## config.mk

```make
export PLATFORM = sky130hd
export DESIGN_NAME = rsq_reset_seq
export DESIGN_NICKNAME = d
export VERILOG_FILES = /design/src/rsq_pkg.sv /design/src/rsq_timer.sv /design/src/rsq_reset_seq.sv
export SDC_FILE = /design/constraint.sdc
export NUM_CORES = 1
export LEC_CHECK = 0
export ABC_AREA = 1
export BUFFER_PORTS_ARGS = -buffer_cell sky130_fd_sc_hd__buf_2
export CORE_MARGIN = 2
export CORE_UTILIZATION = 45
export CTS_BUF_LIST = sky130_fd_sc_hd__clkbuf_2 sky130_fd_sc_hd__clkbuf_4 sky130_fd_sc_hd__clkbuf_8
export CTS_CLUSTER_DIAMETER = 40
export DETAILED_ROUTE_END_ITERATION = 10
export GPL_ROUTABILITY_DRIVEN = 0
export PLACE_DENSITY = 0.73
export SLEW_MARGIN = 30
export SYNTH_ARGS = -nofsm -noshare
export SYNTH_HDL_FRONTEND = slang
export SYNTH_SLANG_ARGS = --single-unit
```

## constraint.sdc

```tcl
create_clock -name i_clk -period 4.3 [get_ports i_clk]
set_clock_uncertainty 0.05 [all_clocks]
set_input_delay 0.215 -clock i_clk [delete_from_list [all_inputs] [get_ports i_clk]]
set_output_delay 0.215 -clock i_clk [all_outputs]
set_load 0.02 [all_outputs]
```

## src/rsq_pkg.sv

```systemverilog
// Shared constants and types for the reset output and soft reset sequencer
package rsq_pkg;
  localparam int CLK_HZ = 100_000_000;
  // Reset delay, filter and long open window figures in microseconds
  localparam int RESET_DELAY_US = 10_000;
  localparam int RESET_FILTER_US = 10;
  localparam int LONG_WINDOW_US = 200_000;
  localparam int RESET_DELAY_CYC = (RESET_DELAY_US * (CLK_HZ / 1_000_000));
  localparam int RESET_FILTER_CYC = (RESET_FILTER_US * (CLK_HZ / 1_000_000));
  localparam int LONG_WINDOW_CYC = (LONG_WINDOW_US * (CLK_HZ / 1_000_000));
  localparam int CNT_W = 25;
  // Operating mode field encodings
  localparam logic [1:0] MODE_NORMAL = 2'h0;
  localparam logic [1:0] MODE_SLEEP = 2'h1;
  localparam logic [1:0] MODE_STOP = 2'h2;
  localparam logic [1:0] MODE_SOFT_RESET = 2'h3;
  // Undervoltage threshold select reset value (default falling threshold)
  localparam logic [1:0] UV_SEL_DEFAULT = 2'h0;
  localparam logic SOFT_RST_PIN_DEFAULT = 1'h0;
  localparam logic [1:0] WATCHDOG_FAIL_COUNT_MAX = 2'h2;
  localparam logic [1:0] WATCHDOG_FAIL_COUNT_ONE = 2'h1;

  typedef enum logic [5:0] {
    RSQ_INIT = 6'h01,
    RSQ_NORMAL = 6'h02,
    RSQ_STOP = 6'h04,
    RSQ_SLEEP = 6'h08,
    RSQ_RESTART = 6'h10,
    RSQ_FAILSAFE = 6'h20
  } rsq_mode_t;
endpackage

```

## src/rsq_timer.sv

```systemverilog
// Reloadable down counter used for filter and delay intervals
`timescale 1ns/100ps
module rsq_timer #(
  parameter int WIDTH = 25
) (
  // Clock and reset
  input wire logic i_clk,
  input wire logic i_reset_n,
  // Control
  input wire logic i_load,
  input wire logic [WIDTH-1:0] i_value,
  input wire logic i_run,
  // Status
  output logic o_done
);
  typedef struct packed {
    logic [WIDTH-1:0] count;
  } rsq_timer_state_t;

  rsq_timer_state_t state;
  rsq_timer_state_t next_state;

  always_comb begin
    next_state = state;
    if (i_load) begin
      next_state.count = i_value;
    end else if (i_run && state.count != '0) begin
      next_state.count = state.count - WIDTH'(1);
    end
  end

  always_ff @(posedge i_clk) begin
    if (!i_reset_n) begin
      state <= '0;
    end else begin
      state <= next_state;
    end
  end

  assign o_done = (state.count == '0) && !i_load;
endmodule // rsq_timer

```

## src/rsq_reset_seq.sv

```systemverilog
// Reset output sequencer with soft reset handling
`timescale 1ns/100ps
// Overview of operation
// - Reset out goes low when the regulator stays under the chosen threshold past the filter.
// - Reset out stays low while a cause persists and one more reset delay after it ends.
// - After power on reset out starts low until the regulator reaches the rising threshold.
// - After the rising threshold is reached, reset out releases only after the reset delay.
// - A watchdog failure drives reset out low just like an undervoltage.
// - The undervoltage threshold select is configurable and resets to the default falling one.
// - A taken soft reset returns to init mode, unless a watchdog failure in the same cycle sets restart or fail safe, and restores every setting to default.
// - A soft reset request outside normal or stop mode is ignored.
// - With the pin option at default a soft reset pulses reset out low with the reset delay.
// - With the pin option set, a soft reset leaves reset out high.
// - A watchdog reset enters restart or fail safe per config and bumps the failure count, which saturates at two.
// - On release after a watchdog reset the watchdog gets a long window and normal mode starts.
module rsq_reset_seq #(
  parameter int RESET_DELAY_CYC = rsq_pkg::RESET_DELAY_CYC,
  parameter int LONG_WINDOW_CYC = rsq_pkg::LONG_WINDOW_CYC
) (
  // Clock and reset
  input wire logic i_clk,
  input wire logic i_reset_n,
  // Supply comparators, one per selectable falling threshold, plus the rising one
  input wire logic [3:0] i_main_regulator_under,
  input wire logic i_main_regulator_above_rising,
  // Watchdog and mode request
  input wire logic i_watchdog_fail_count,
  input wire logic i_watchdog_fail_count_to_failsafe,
  input wire logic i_wd_cleared,
  input wire logic i_mode_write,
  input wire logic [1:0] i_mode_value,
  // Configuration writes
  input wire logic i_cfg_write,
  input wire logic [1:0] i_cfg_uv_sel,
  input wire logic i_cfg_soft_rst_drives_pin,
  // Outputs
  output logic o_reset_out_n,
  output logic [5:0] o_mode,
  output logic [1:0] o_uv_sel,
  output logic o_soft_rst_drives_pin,
  output logic [1:0] o_watchdog_fail_count,
  output logic o_wd_long_window,
  output logic o_soft_reset_pulse
);
  typedef struct packed {
    rsq_pkg::rsq_mode_t mode;
    logic reset_low;
    logic powered;
    logic wd_pending;
    logic [1:0] uv_sel;
    logic soft_rst_drives_pin;
    logic [1:0] watchdog_fail_count_count;
    logic long_window;
    logic soft_pulse;
    logic [rsq_pkg::CNT_W-1:0] window_cnt;
  } rsq_state_t;

  rsq_state_t state;
  rsq_state_t next_state;
  logic uv_now;
  logic uv_qualified;
  logic soft_ok;
  logic cause;
  logic delay_load;
  logic delay_done;

  assign uv_now = i_main_regulator_under[state.uv_sel];
  assign soft_ok = i_mode_write && (i_mode_value == rsq_pkg::MODE_SOFT_RESET)
                   && (state.mode == rsq_pkg::RSQ_NORMAL || state.mode == rsq_pkg::RSQ_STOP);

  rsq_timer #(
    .WIDTH(rsq_pkg::CNT_W)
  ) u_filter (
    .i_clk(i_clk),
    .i_reset_n(i_reset_n),
    .i_load(!uv_now),
    .i_value(rsq_pkg::CNT_W'(rsq_pkg::RESET_FILTER_CYC)),
    .i_run(uv_now),
    .o_done(uv_qualified)
  );

  assign cause = (uv_now && uv_qualified) || i_watchdog_fail_count || !state.powered
                 || (soft_ok && !state.soft_rst_drives_pin);
  assign delay_load = cause;

  rsq_timer #(
    .WIDTH(rsq_pkg::CNT_W)
  ) u_delay (
    .i_clk(i_clk),
    .i_reset_n(i_reset_n),
    .i_load(delay_load),
    .i_value(rsq_pkg::CNT_W'(RESET_DELAY_CYC)),
    .i_run(state.reset_low),
    .o_done(delay_done)
  );

  always_comb begin
    next_state = state;
    next_state.soft_pulse = 1'b0;
    if (!state.powered && i_main_regulator_above_rising) begin
      next_state.powered = 1'b1;
    end
    if (i_cfg_write) begin
      next_state.uv_sel = i_cfg_uv_sel;
      next_state.soft_rst_drives_pin = i_cfg_soft_rst_drives_pin;
    end
    if (i_mode_write && !soft_ok) begin
      case (i_mode_value)
        rsq_pkg::MODE_NORMAL: next_state.mode = rsq_pkg::RSQ_NORMAL;
        rsq_pkg::MODE_SLEEP: next_state.mode = rsq_pkg::RSQ_SLEEP;
        rsq_pkg::MODE_STOP: next_state.mode = rsq_pkg::RSQ_STOP;
        default: next_state.mode = state.mode;
      endcase
    end
    if (i_wd_cleared) begin
      next_state.watchdog_fail_count_count = 2'h0;
    end
    if (soft_ok) begin
      next_state.mode = rsq_pkg::RSQ_INIT;
      next_state.uv_sel = rsq_pkg::UV_SEL_DEFAULT;
      next_state.soft_rst_drives_pin = rsq_pkg::SOFT_RST_PIN_DEFAULT;
      next_state.watchdog_fail_count_count = 2'h0;
      next_state.wd_pending = 1'b0;
      next_state.soft_pulse = 1'b1;
      if (!state.soft_rst_drives_pin) begin
        next_state.reset_low = 1'b1;
      end
    end
    // Watchdog failure comes after the soft reset so a failure in the same cycle is never lost
    // watchdog drives reset
    if (i_watchdog_fail_count) begin
      next_state.reset_low = 1'b1;
      next_state.wd_pending = 1'b1;
      next_state.mode = i_watchdog_fail_count_to_failsafe ? rsq_pkg::RSQ_FAILSAFE : rsq_pkg::RSQ_RESTART;
      if (state.watchdog_fail_count_count != rsq_pkg::WATCHDOG_FAIL_COUNT_MAX) begin
        next_state.watchdog_fail_count_count = state.watchdog_fail_count_count + rsq_pkg::WATCHDOG_FAIL_COUNT_ONE;
      end
    end
    if (uv_now && uv_qualified) begin
      next_state.reset_low = 1'b1;
    end
    if (state.reset_low && !cause && delay_done && state.powered) begin
      next_state.reset_low = 1'b0;
      next_state.long_window = 1'b1;
      next_state.window_cnt = rsq_pkg::CNT_W'(LONG_WINDOW_CYC);
      if (state.wd_pending) begin
        next_state.mode = rsq_pkg::RSQ_NORMAL;
        next_state.wd_pending = 1'b0;
      end
    end else if (state.long_window) begin
      if (state.window_cnt == '0 || i_wd_cleared) begin
        next_state.long_window = 1'b0;
      end else begin
        next_state.window_cnt = state.window_cnt - rsq_pkg::CNT_W'(1);
      end
    end
  end

  always_ff @(posedge i_clk) begin
    if (!i_reset_n) begin
      state <= '{
        mode: rsq_pkg::RSQ_INIT,
        reset_low: 1'b1,
        powered: 1'b0,
        wd_pending: 1'b0,
        uv_sel: rsq_pkg::UV_SEL_DEFAULT,
        soft_rst_drives_pin: rsq_pkg::SOFT_RST_PIN_DEFAULT,
        watchdog_fail_count_count: 2'h0,
        long_window: 1'b0,
        soft_pulse: 1'b0,
        window_cnt: '0
      };
    end else begin
      state <= next_state;
    end
  end

  assign o_reset_out_n = !state.reset_low;
  assign o_mode = state.mode;
  assign o_uv_sel = state.uv_sel;
  assign o_soft_rst_drives_pin = state.soft_rst_drives_pin;
  assign o_watchdog_fail_count = state.watchdog_fail_count_count;
  assign o_wd_long_window = state.long_window;
  assign o_soft_reset_pulse = state.soft_pulse;
endmodule // rsq_reset_seq

```

Yosys cells after proc, flatten, opt, wreduce, memory -nomap -nowiden
Index checks and enable logic that the tools add are counted.
{"block": "word_totals", "input_bits": 17, "mem_count": 0, "ram_bits": 0, "latch_bits": 0, "mem_bits_ro": 0, "out_inout_bits": 14, "reg_bits": 91}
{"block": "classes", "shifts": 0, "addsub": 4, "div_mod_pow": 0, "multipliers": 0, "mux": 30, "bitwise_logic": 2, "n_reduce_logical": 39, "eq_ne": 9, "magnitude_cmp": 1}
{"cell": "$logic_not 25->1", "count": 3}
{"cell": "$mux 25", "count": 3}
{"cell": "$sub 25x1->25 const B", "count": 3}
{"cell": "$reduce_bool 25->1", "count": 2}
{"cell": "$mux 20", "count": 2}
{"cell": "$mux 6", "count": 4}
{"cell": "$mux 7", "count": 3}
{"cell": "$mux 10", "count": 2}
{"cell": "$pmux 6 s3", "count": 1}
{"cell": "$logic_and 1x1->1", "count": 13}
{"cell": "$mux 1", "count": 10}
{"cell": "$reduce_and 2->1", "count": 4}
{"cell": "$eq 6x2->1 const B", "count": 1}
{"cell": "$eq 6x3->1 const B", "count": 1}
{"cell": "$mux 2", "count": 3}
{"cell": "$ne 2x2->1 const B", "count": 3}
{"cell": "$reduce_or 2->1", "count": 3}
{"cell": "$logic_not 1->1", "count": 5}
{"cell": "$logic_or 1x1->1", "count": 5}
{"cell": "$eq 2x2->1 const B", "count": 2}
{"cell": "$ne 4x2->1 const B", "count": 1}
{"cell": "$reduce_bool 2->1", "count": 2}
{"cell": "$reduce_bool 4->1", "count": 1}
{"cell": "$lt 2x3->1 const B", "count": 1}
{"cell": "other kinds (6)", "count": 7}

Logic depth before layout (Yosys ltp)
{"block": "depth", "word_depth": 13, "ltp_mapped": 14, "depth_no_buf": 13}

By module
Synthesis repeated with hierarchy kept, for this count alone.
{"block": "hier_totals", "cells_unflattened": 1035, "hier_area_um2": 6428.7}
{"mod": "rsq_reset_seq", "cells_each": 370, "n_inst": 1, "area_per_inst_um2": 2513.7}
{"mod": "rsq_timer at u_delay", "cells_each": 332, "n_inst": 1, "area_per_inst_um2": 1969.4}
{"mod": "rsq_timer at u_filter", "cells_each": 333, "n_inst": 1, "area_per_inst_um2": 1945.6}

Worst setup path after synthesis
OpenSTA, ideal clock, no wires.
{"block": "synth_timing", "path_type": "flip-flop to flip-flop", "start": "register u_delay.state[0] (netlist bit)", "end": "register u_delay.state[18] (netlist bit)", "t_arrival_ps": 1513, "period_less_slack_ps": 1696, "required_time_ps": 4118, "path_slack_ps": 2604, "path_buffers": 1, "path_stages_with_launch": 13, "path_cell_list": "dfxtp_1 > inv_1 > ha_1 > inv_1 > nor2_1 > nand2_1 > nor2_4 > nand3_4 > nand2_4 > inv_2 > buf_6 > a21oi_1 > a21oi_1"}
{"block": "synth_via", "elab_chain_cells": 3, "word_cells_on_any_way": 6}
{"item": "start, declared", "line_no": "rsq_timer.sv:20", "source": "rsq_timer_state_t state;"}
{"item": "start signal, assigned", "line_no": "rsq_timer.sv:36", "source": "state <= next_state;"}
{"item": "$sub 25x1->25 / $reduce_bool 25->1 (equally long branches)", "line_no": "rsq_timer.sv:28, rsq_timer.sv:27"}
{"item": "$mux 20 / $logic_and 1x1->1 (equally long branches)", "line_no": "rsq_timer.sv:27", "source": "end else if (i_run && state.count != '0) begin"}
{"item": "$mux 20 / $reduce_bool 2->1 (equally long branches)"}
Several ways; a longest one is shown, not always the timed one. The select of a mux whose other input is x is not followed.
A chain may end at the register's enable or synchronous reset.

Worst setup path in the final report
{"block": "layout_timing", "start": "register state[0] (netlist bit)", "end": "register state[5] (netlist bit)"}
{"block": "layout_via", "elab_chain_cells": 4, "word_cells_on_any_way": 5}
{"item": "start, declared", "line_no": "rsq_reset_seq.sv:58", "source": "rsq_state_t state;"}
{"item": "start signal, assigned", "line_no": "rsq_reset_seq.sv:161", "source": "state <= '{"}
{"item": "start signal, assigned", "line_no": "rsq_reset_seq.sv:174", "source": "state <= next_state;"}
{"item": "parallel branches: the longest is 4 deep, another holds $sub 25x1->25"}
Several ways; the timed one is not identified.

==> results by group <==
Setup path
  – Flop-to-flop setup slack: 1940 ps
  – Crit path max-delay family: simple AND/OR/NAND/NOR gates
  – Required time of the critical path: about 4600 ps
  – Highest-delay cell along the critical path: sky130_fd_sc_hd__nor2_2
  – CP max stage delay: 610 ps
  – Cell Chain, Critical Path: inv_1 > ha_1 > nand2_2 > nor2_4 > nand2_2 > nor2_2 > nor2_2 > nand2_1 > or2_2 > a21oi_2
  – CP startpoint kind: flip-flop
  – Buffers and inverters on the worst path: 1
  – Critical Path Fanout Max: 21
  – Worst Setup End Kind: flip-flop
  – Endpoint arrival time on the critical path: roughly 2600 ps
  – WS Path Type: flip-flop to flip-flop

Clocking
  – Number of buffers inserted during clock tree synthesis: 9
  – # H-tree levels: 3
  – Worst-path clk slew: about 90 ps
  – Clock sink total: 91
  – Root Buffer Master: sky130_fd_sc_hd__clkbuf_8
  – Clock insertion delay at the later pin of the skew report: 370 ps
  – Number of resized instances in the post-cts repair step: 0
  – TritonCTS clock tree: yes
  – Number of buffers on the longest clock path: 2
  – Post-CTS setup-driven buffer insertion count: 0

Synthesis
  – Fraction of the yosys area taken by sequential cells: 0.330
  – Simple-Gate Fraction of Synth Area: 0.408
  – Cell variety after synth: 40
  – Syn Nets: roughly 850
  – Count of state elements after synthesis: between 90 and 100
  – Share of synthesized cell area in full adder, half adder and majority cells: 0.0113
  – Combinational family with the most area after synthesis: simple AND/OR/NAND/NOR gates
  – Synthesized-area fraction occupied by xor and xnor cells: 0.0555
  – Mux cell area share after synthesis: 0
  – Synth Area per Inst: 6.64 um^2
  – Compound-Gate Fraction of Synth Area: 0.0943
  – Count of synthesis-stage warnings from yosys: 0
  – Synthesized instance count: between 800 and 900
  – Post-synthesis instance area: around 5500 um^2

Layout
  – Area growth from synthesis to layout: 5.91%
  – Antenna diode instance count: 0
  – Fraction of final layout cells with drive strength greater than 1: 0.140
  – Layout net count: about 870
  – Post-route non-filler standard cell count: about 1000

Power and ir drop
  – Switching Share: 0.311
  – Relative contribution of the clock network to total power: 0.326
  – Maximum VDD drop: roughly 120 uV
  – Power share of the sequential group: 0.491
  – Leakage power figure: about 0.0027 uW
  – Share of total power in combinational logic: 0.183
  – Net Switching: 572 uW
  – Internal power: 1270 uW
  – Power per unit of standard cell area: around 310 nW/um^2

GRT
  – Global-route wire length before repair: approximately 20000 um
  – Number of global-route vias before repair: around 4500
  – Largest net degree at the start of global routing: 23
  – Number of antenna violations at the first check in global routing: 0
  – M2 GR Usage: 0.314
  – Global-route met1 utilization: 0.255
  – Overall global routing resource usage: 0.191
  – Layer with the highest usage after global routing: met2
  – Remaining global-route overflow: 0
  – Fraction of met3 tracks used by global routing: 0.0459

Floorplan
  – Boundary pin count: 31
  – Overall die height: roughly 110 um
  – Full die area: 13200 um^2
  – Placeable core region: ~12000 um^2
  – Starting utilization of the core area: 0.460
  – Rows: 40
  – Overall die width: ~110 um

Routing
  – Mean number of vias per cell: roughly 4.9
  – # DRC: 0
  – Number of routed nets with antenna violations: 0
  – Total iterations of the first detailed-routing run: 5
  – WL final: ~12000 um
  – Via count of the routed design: 4924
  – Average wire per standard cell: approximately 12 um
  – Initial detailed-routing violation count: about 360

Timing
  – Final setup violation count: 0
  – Setup TNS after final layout: 0 ps
  – Final critical delay including setup and external delays: 2360 ps
  – Max_slew headroom: 0.459
  – Actual transition at the worst max-transition pin: between 800 and 900 ps
  – Number of hold violations in the final report: 0
  – Unrepaired setup endpoints after global routing: false
  – Post-layout worst setup margin: between 1500 and 2000 ps
  – Share of the cycle needed by the critical path after routing: 0.549
  – Worst hold slack after final layout: between 40 and 50 ps
  – Top achievable clock speed: roughly 0.42 GHz
  – Number of max-slew violations in the final report: 0

Flow run
  – Max-Cap Viols: 0

Placed design
  – Worst slack, placed: ~2000 ps
  – Total placed cells including tap cells: between 900 and 1000
  – Number of I/O port buffers: 30
  – Dpl hpwl: between 8000 and 9000 um

Outcome
  – Outcome: completed

Min path
  – Type of the tightest min-delay check: input port to flip-flop
what timing repair did:
action,CTS,global route
endpoints found under the hold margin,1,0
hold buffers,1,0
setup endpoints to repair,0,0
cells in the final DEF, fill, tap and decap left out, types with 2 or more instances in the layout:
cell / n
sky130_fd_sc_hd__nand2_1: 213
sky130_fd_sc_hd__nor2_1: 153
sky130_fd_sc_hd__dfxtp_1: 91
sky130_fd_sc_hd__inv_1: 85
sky130_fd_sc_hd__a21oi_1: 51
sky130_fd_sc_hd__nand3_1: 38
sky130_fd_sc_hd__buf_2: 30
sky130_fd_sc_hd__o21ai_0: 22
sky130_fd_sc_hd__xor2_1: 19
sky130_fd_sc_hd__nor2_2: 16
sky130_fd_sc_hd__nand4_1: 16
sky130_fd_sc_hd__xnor2_1: 16
sky130_fd_sc_hd__nand2_2: 12
sky130_fd_sc_hd__a21oi_2: 10
sky130_fd_sc_hd__clkbuf_8: 10
sky130_fd_sc_hd__nor2_4: 9
sky130_fd_sc_hd__nand3_2: 8
sky130_fd_sc_hd__nor3_1: 7
sky130_fd_sc_hd__ha_1: 5
sky130_fd_sc_hd__inv_2: 4
sky130_fd_sc_hd__or2_2: 4
sky130_fd_sc_hd__nor3b_1: 4
sky130_fd_sc_hd__clkinvlp_4: 4
sky130_fd_sc_hd__nand2_4: 3
sky130_fd_sc_hd__nor3_2: 2
sky130_fd_sc_hd__a31oi_1: 2
sky130_fd_sc_hd__nand3b_1: 2
sky130_fd_sc_hd__nand3_4: 2
sky130_fd_sc_hd__nor3b_2: 2
final cells by class:
type | instances | area [um^2]
Clock inverter | 6 | 65.1
Tap cell | 147 | 184
Inverter | 90 | 338
Multi-Input combinational cell | 624 | 3140
Timing Repair Buffer | 31 | 160
Fill cell | 1167 | 6160
Clock buffer | 10 | 138
Sequential cell | 91 | 1820
final timing paths:
path                                               to                       from  cells after the start
worst max-delay path                         state[5]                   state[0]                     10
worst min-delay path            o_soft_rst_drives_pin  i_cfg_soft_rst_drives_pin                      3
worst max register to register               state[5]                   state[0]                     10
worst min register to register      u_filter.state[0]          u_filter.state[0]                      2
stage by stage:
stage	util	power (uW)	instance area [um^2]
floorplan	-	1200	5520
global placement	0.469	1250	5640
detailed placement	0.469	1260	5640
CTS	0.487	1860	5850
global route	0.487	1950	5850
finish	0.487	1840	5850
cell families (layout without fill, tap and decap cells):
logic type	count (synthesis)	after routing
and+or+nand+nor	493	493
buffers and inverters	117	137
AOI/OAI and AO/OA	91	91
DFF	91	91
xor gates and xnor gates	35	35
adders and majority gates	5	5
Yosys cell counts, drive strengths merged:
cell	n	area [um^2]
nand2	228	908
nor2	178	776
dfxtp	91	1820
inv	89	334
a21oi	61	343
nand3	48	305
buf	24	209
o21ai	23	115
xor2	19	166
nand4	16	100
xnor2	16	140
nor3	9	55.1
nor3b	6	55.1
or2	6	37.5
ha	5	62.6
clkbuf	3	11.3
a31oi	2	12.5
nand3b	2	15.0
o21bai	2	26.3
a21o	1	7.51
clkinv	1	3.75
o2111ai	1	8.76
o31ai	1	7.51
power by group through the flow:
stage               clock (uW)  sequential [uW]  combinational (uW)
floorplan                    0              916                 280
global placement             0              922                 331
detailed placement           0              922                 334
CTS                        620              903                 337
global route               656              908                 389
finish                     599              904                 337
flip-flops by register name, indices dropped and copies added (netlist names):
name / count
u_delay.state: 25
state: 28
o_soft_reset_pulse: 1
u_filter.state: 25
o_wd_long_window: 1
o_uv_sel: 2
o_watchdog_fail_count: 2
o_mode: 6
o_soft_rst_drives_pin: 1
layer usage:
metal | part of all wire | wire length (um)
met5 | 0 | 0
met2 | 0.45 | 5370
met3 | 0.034 | 404
met4 | 0.0077 | 92
met1 | 0.51 | 6010
worst register-to-register path, cell delays in order (launching register included):
cell and delay (ps):
sky130_fd_sc_hd__dfxtp_1 360, sky130_fd_sc_hd__inv_1 100, sky130_fd_sc_hd__ha_1 270, sky130_fd_sc_hd__nand2_2 140, sky130_fd_sc_hd__nor2_4 60, sky130_fd_sc_hd__nand2_2 90
sky130_fd_sc_hd__nor2_2 50, sky130_fd_sc_hd__nor2_2 610, sky130_fd_sc_hd__nand2_1 140, sky130_fd_sc_hd__or2_2 320, sky130_fd_sc_hd__a21oi_2 110
(Power assumes the default switching activity.)
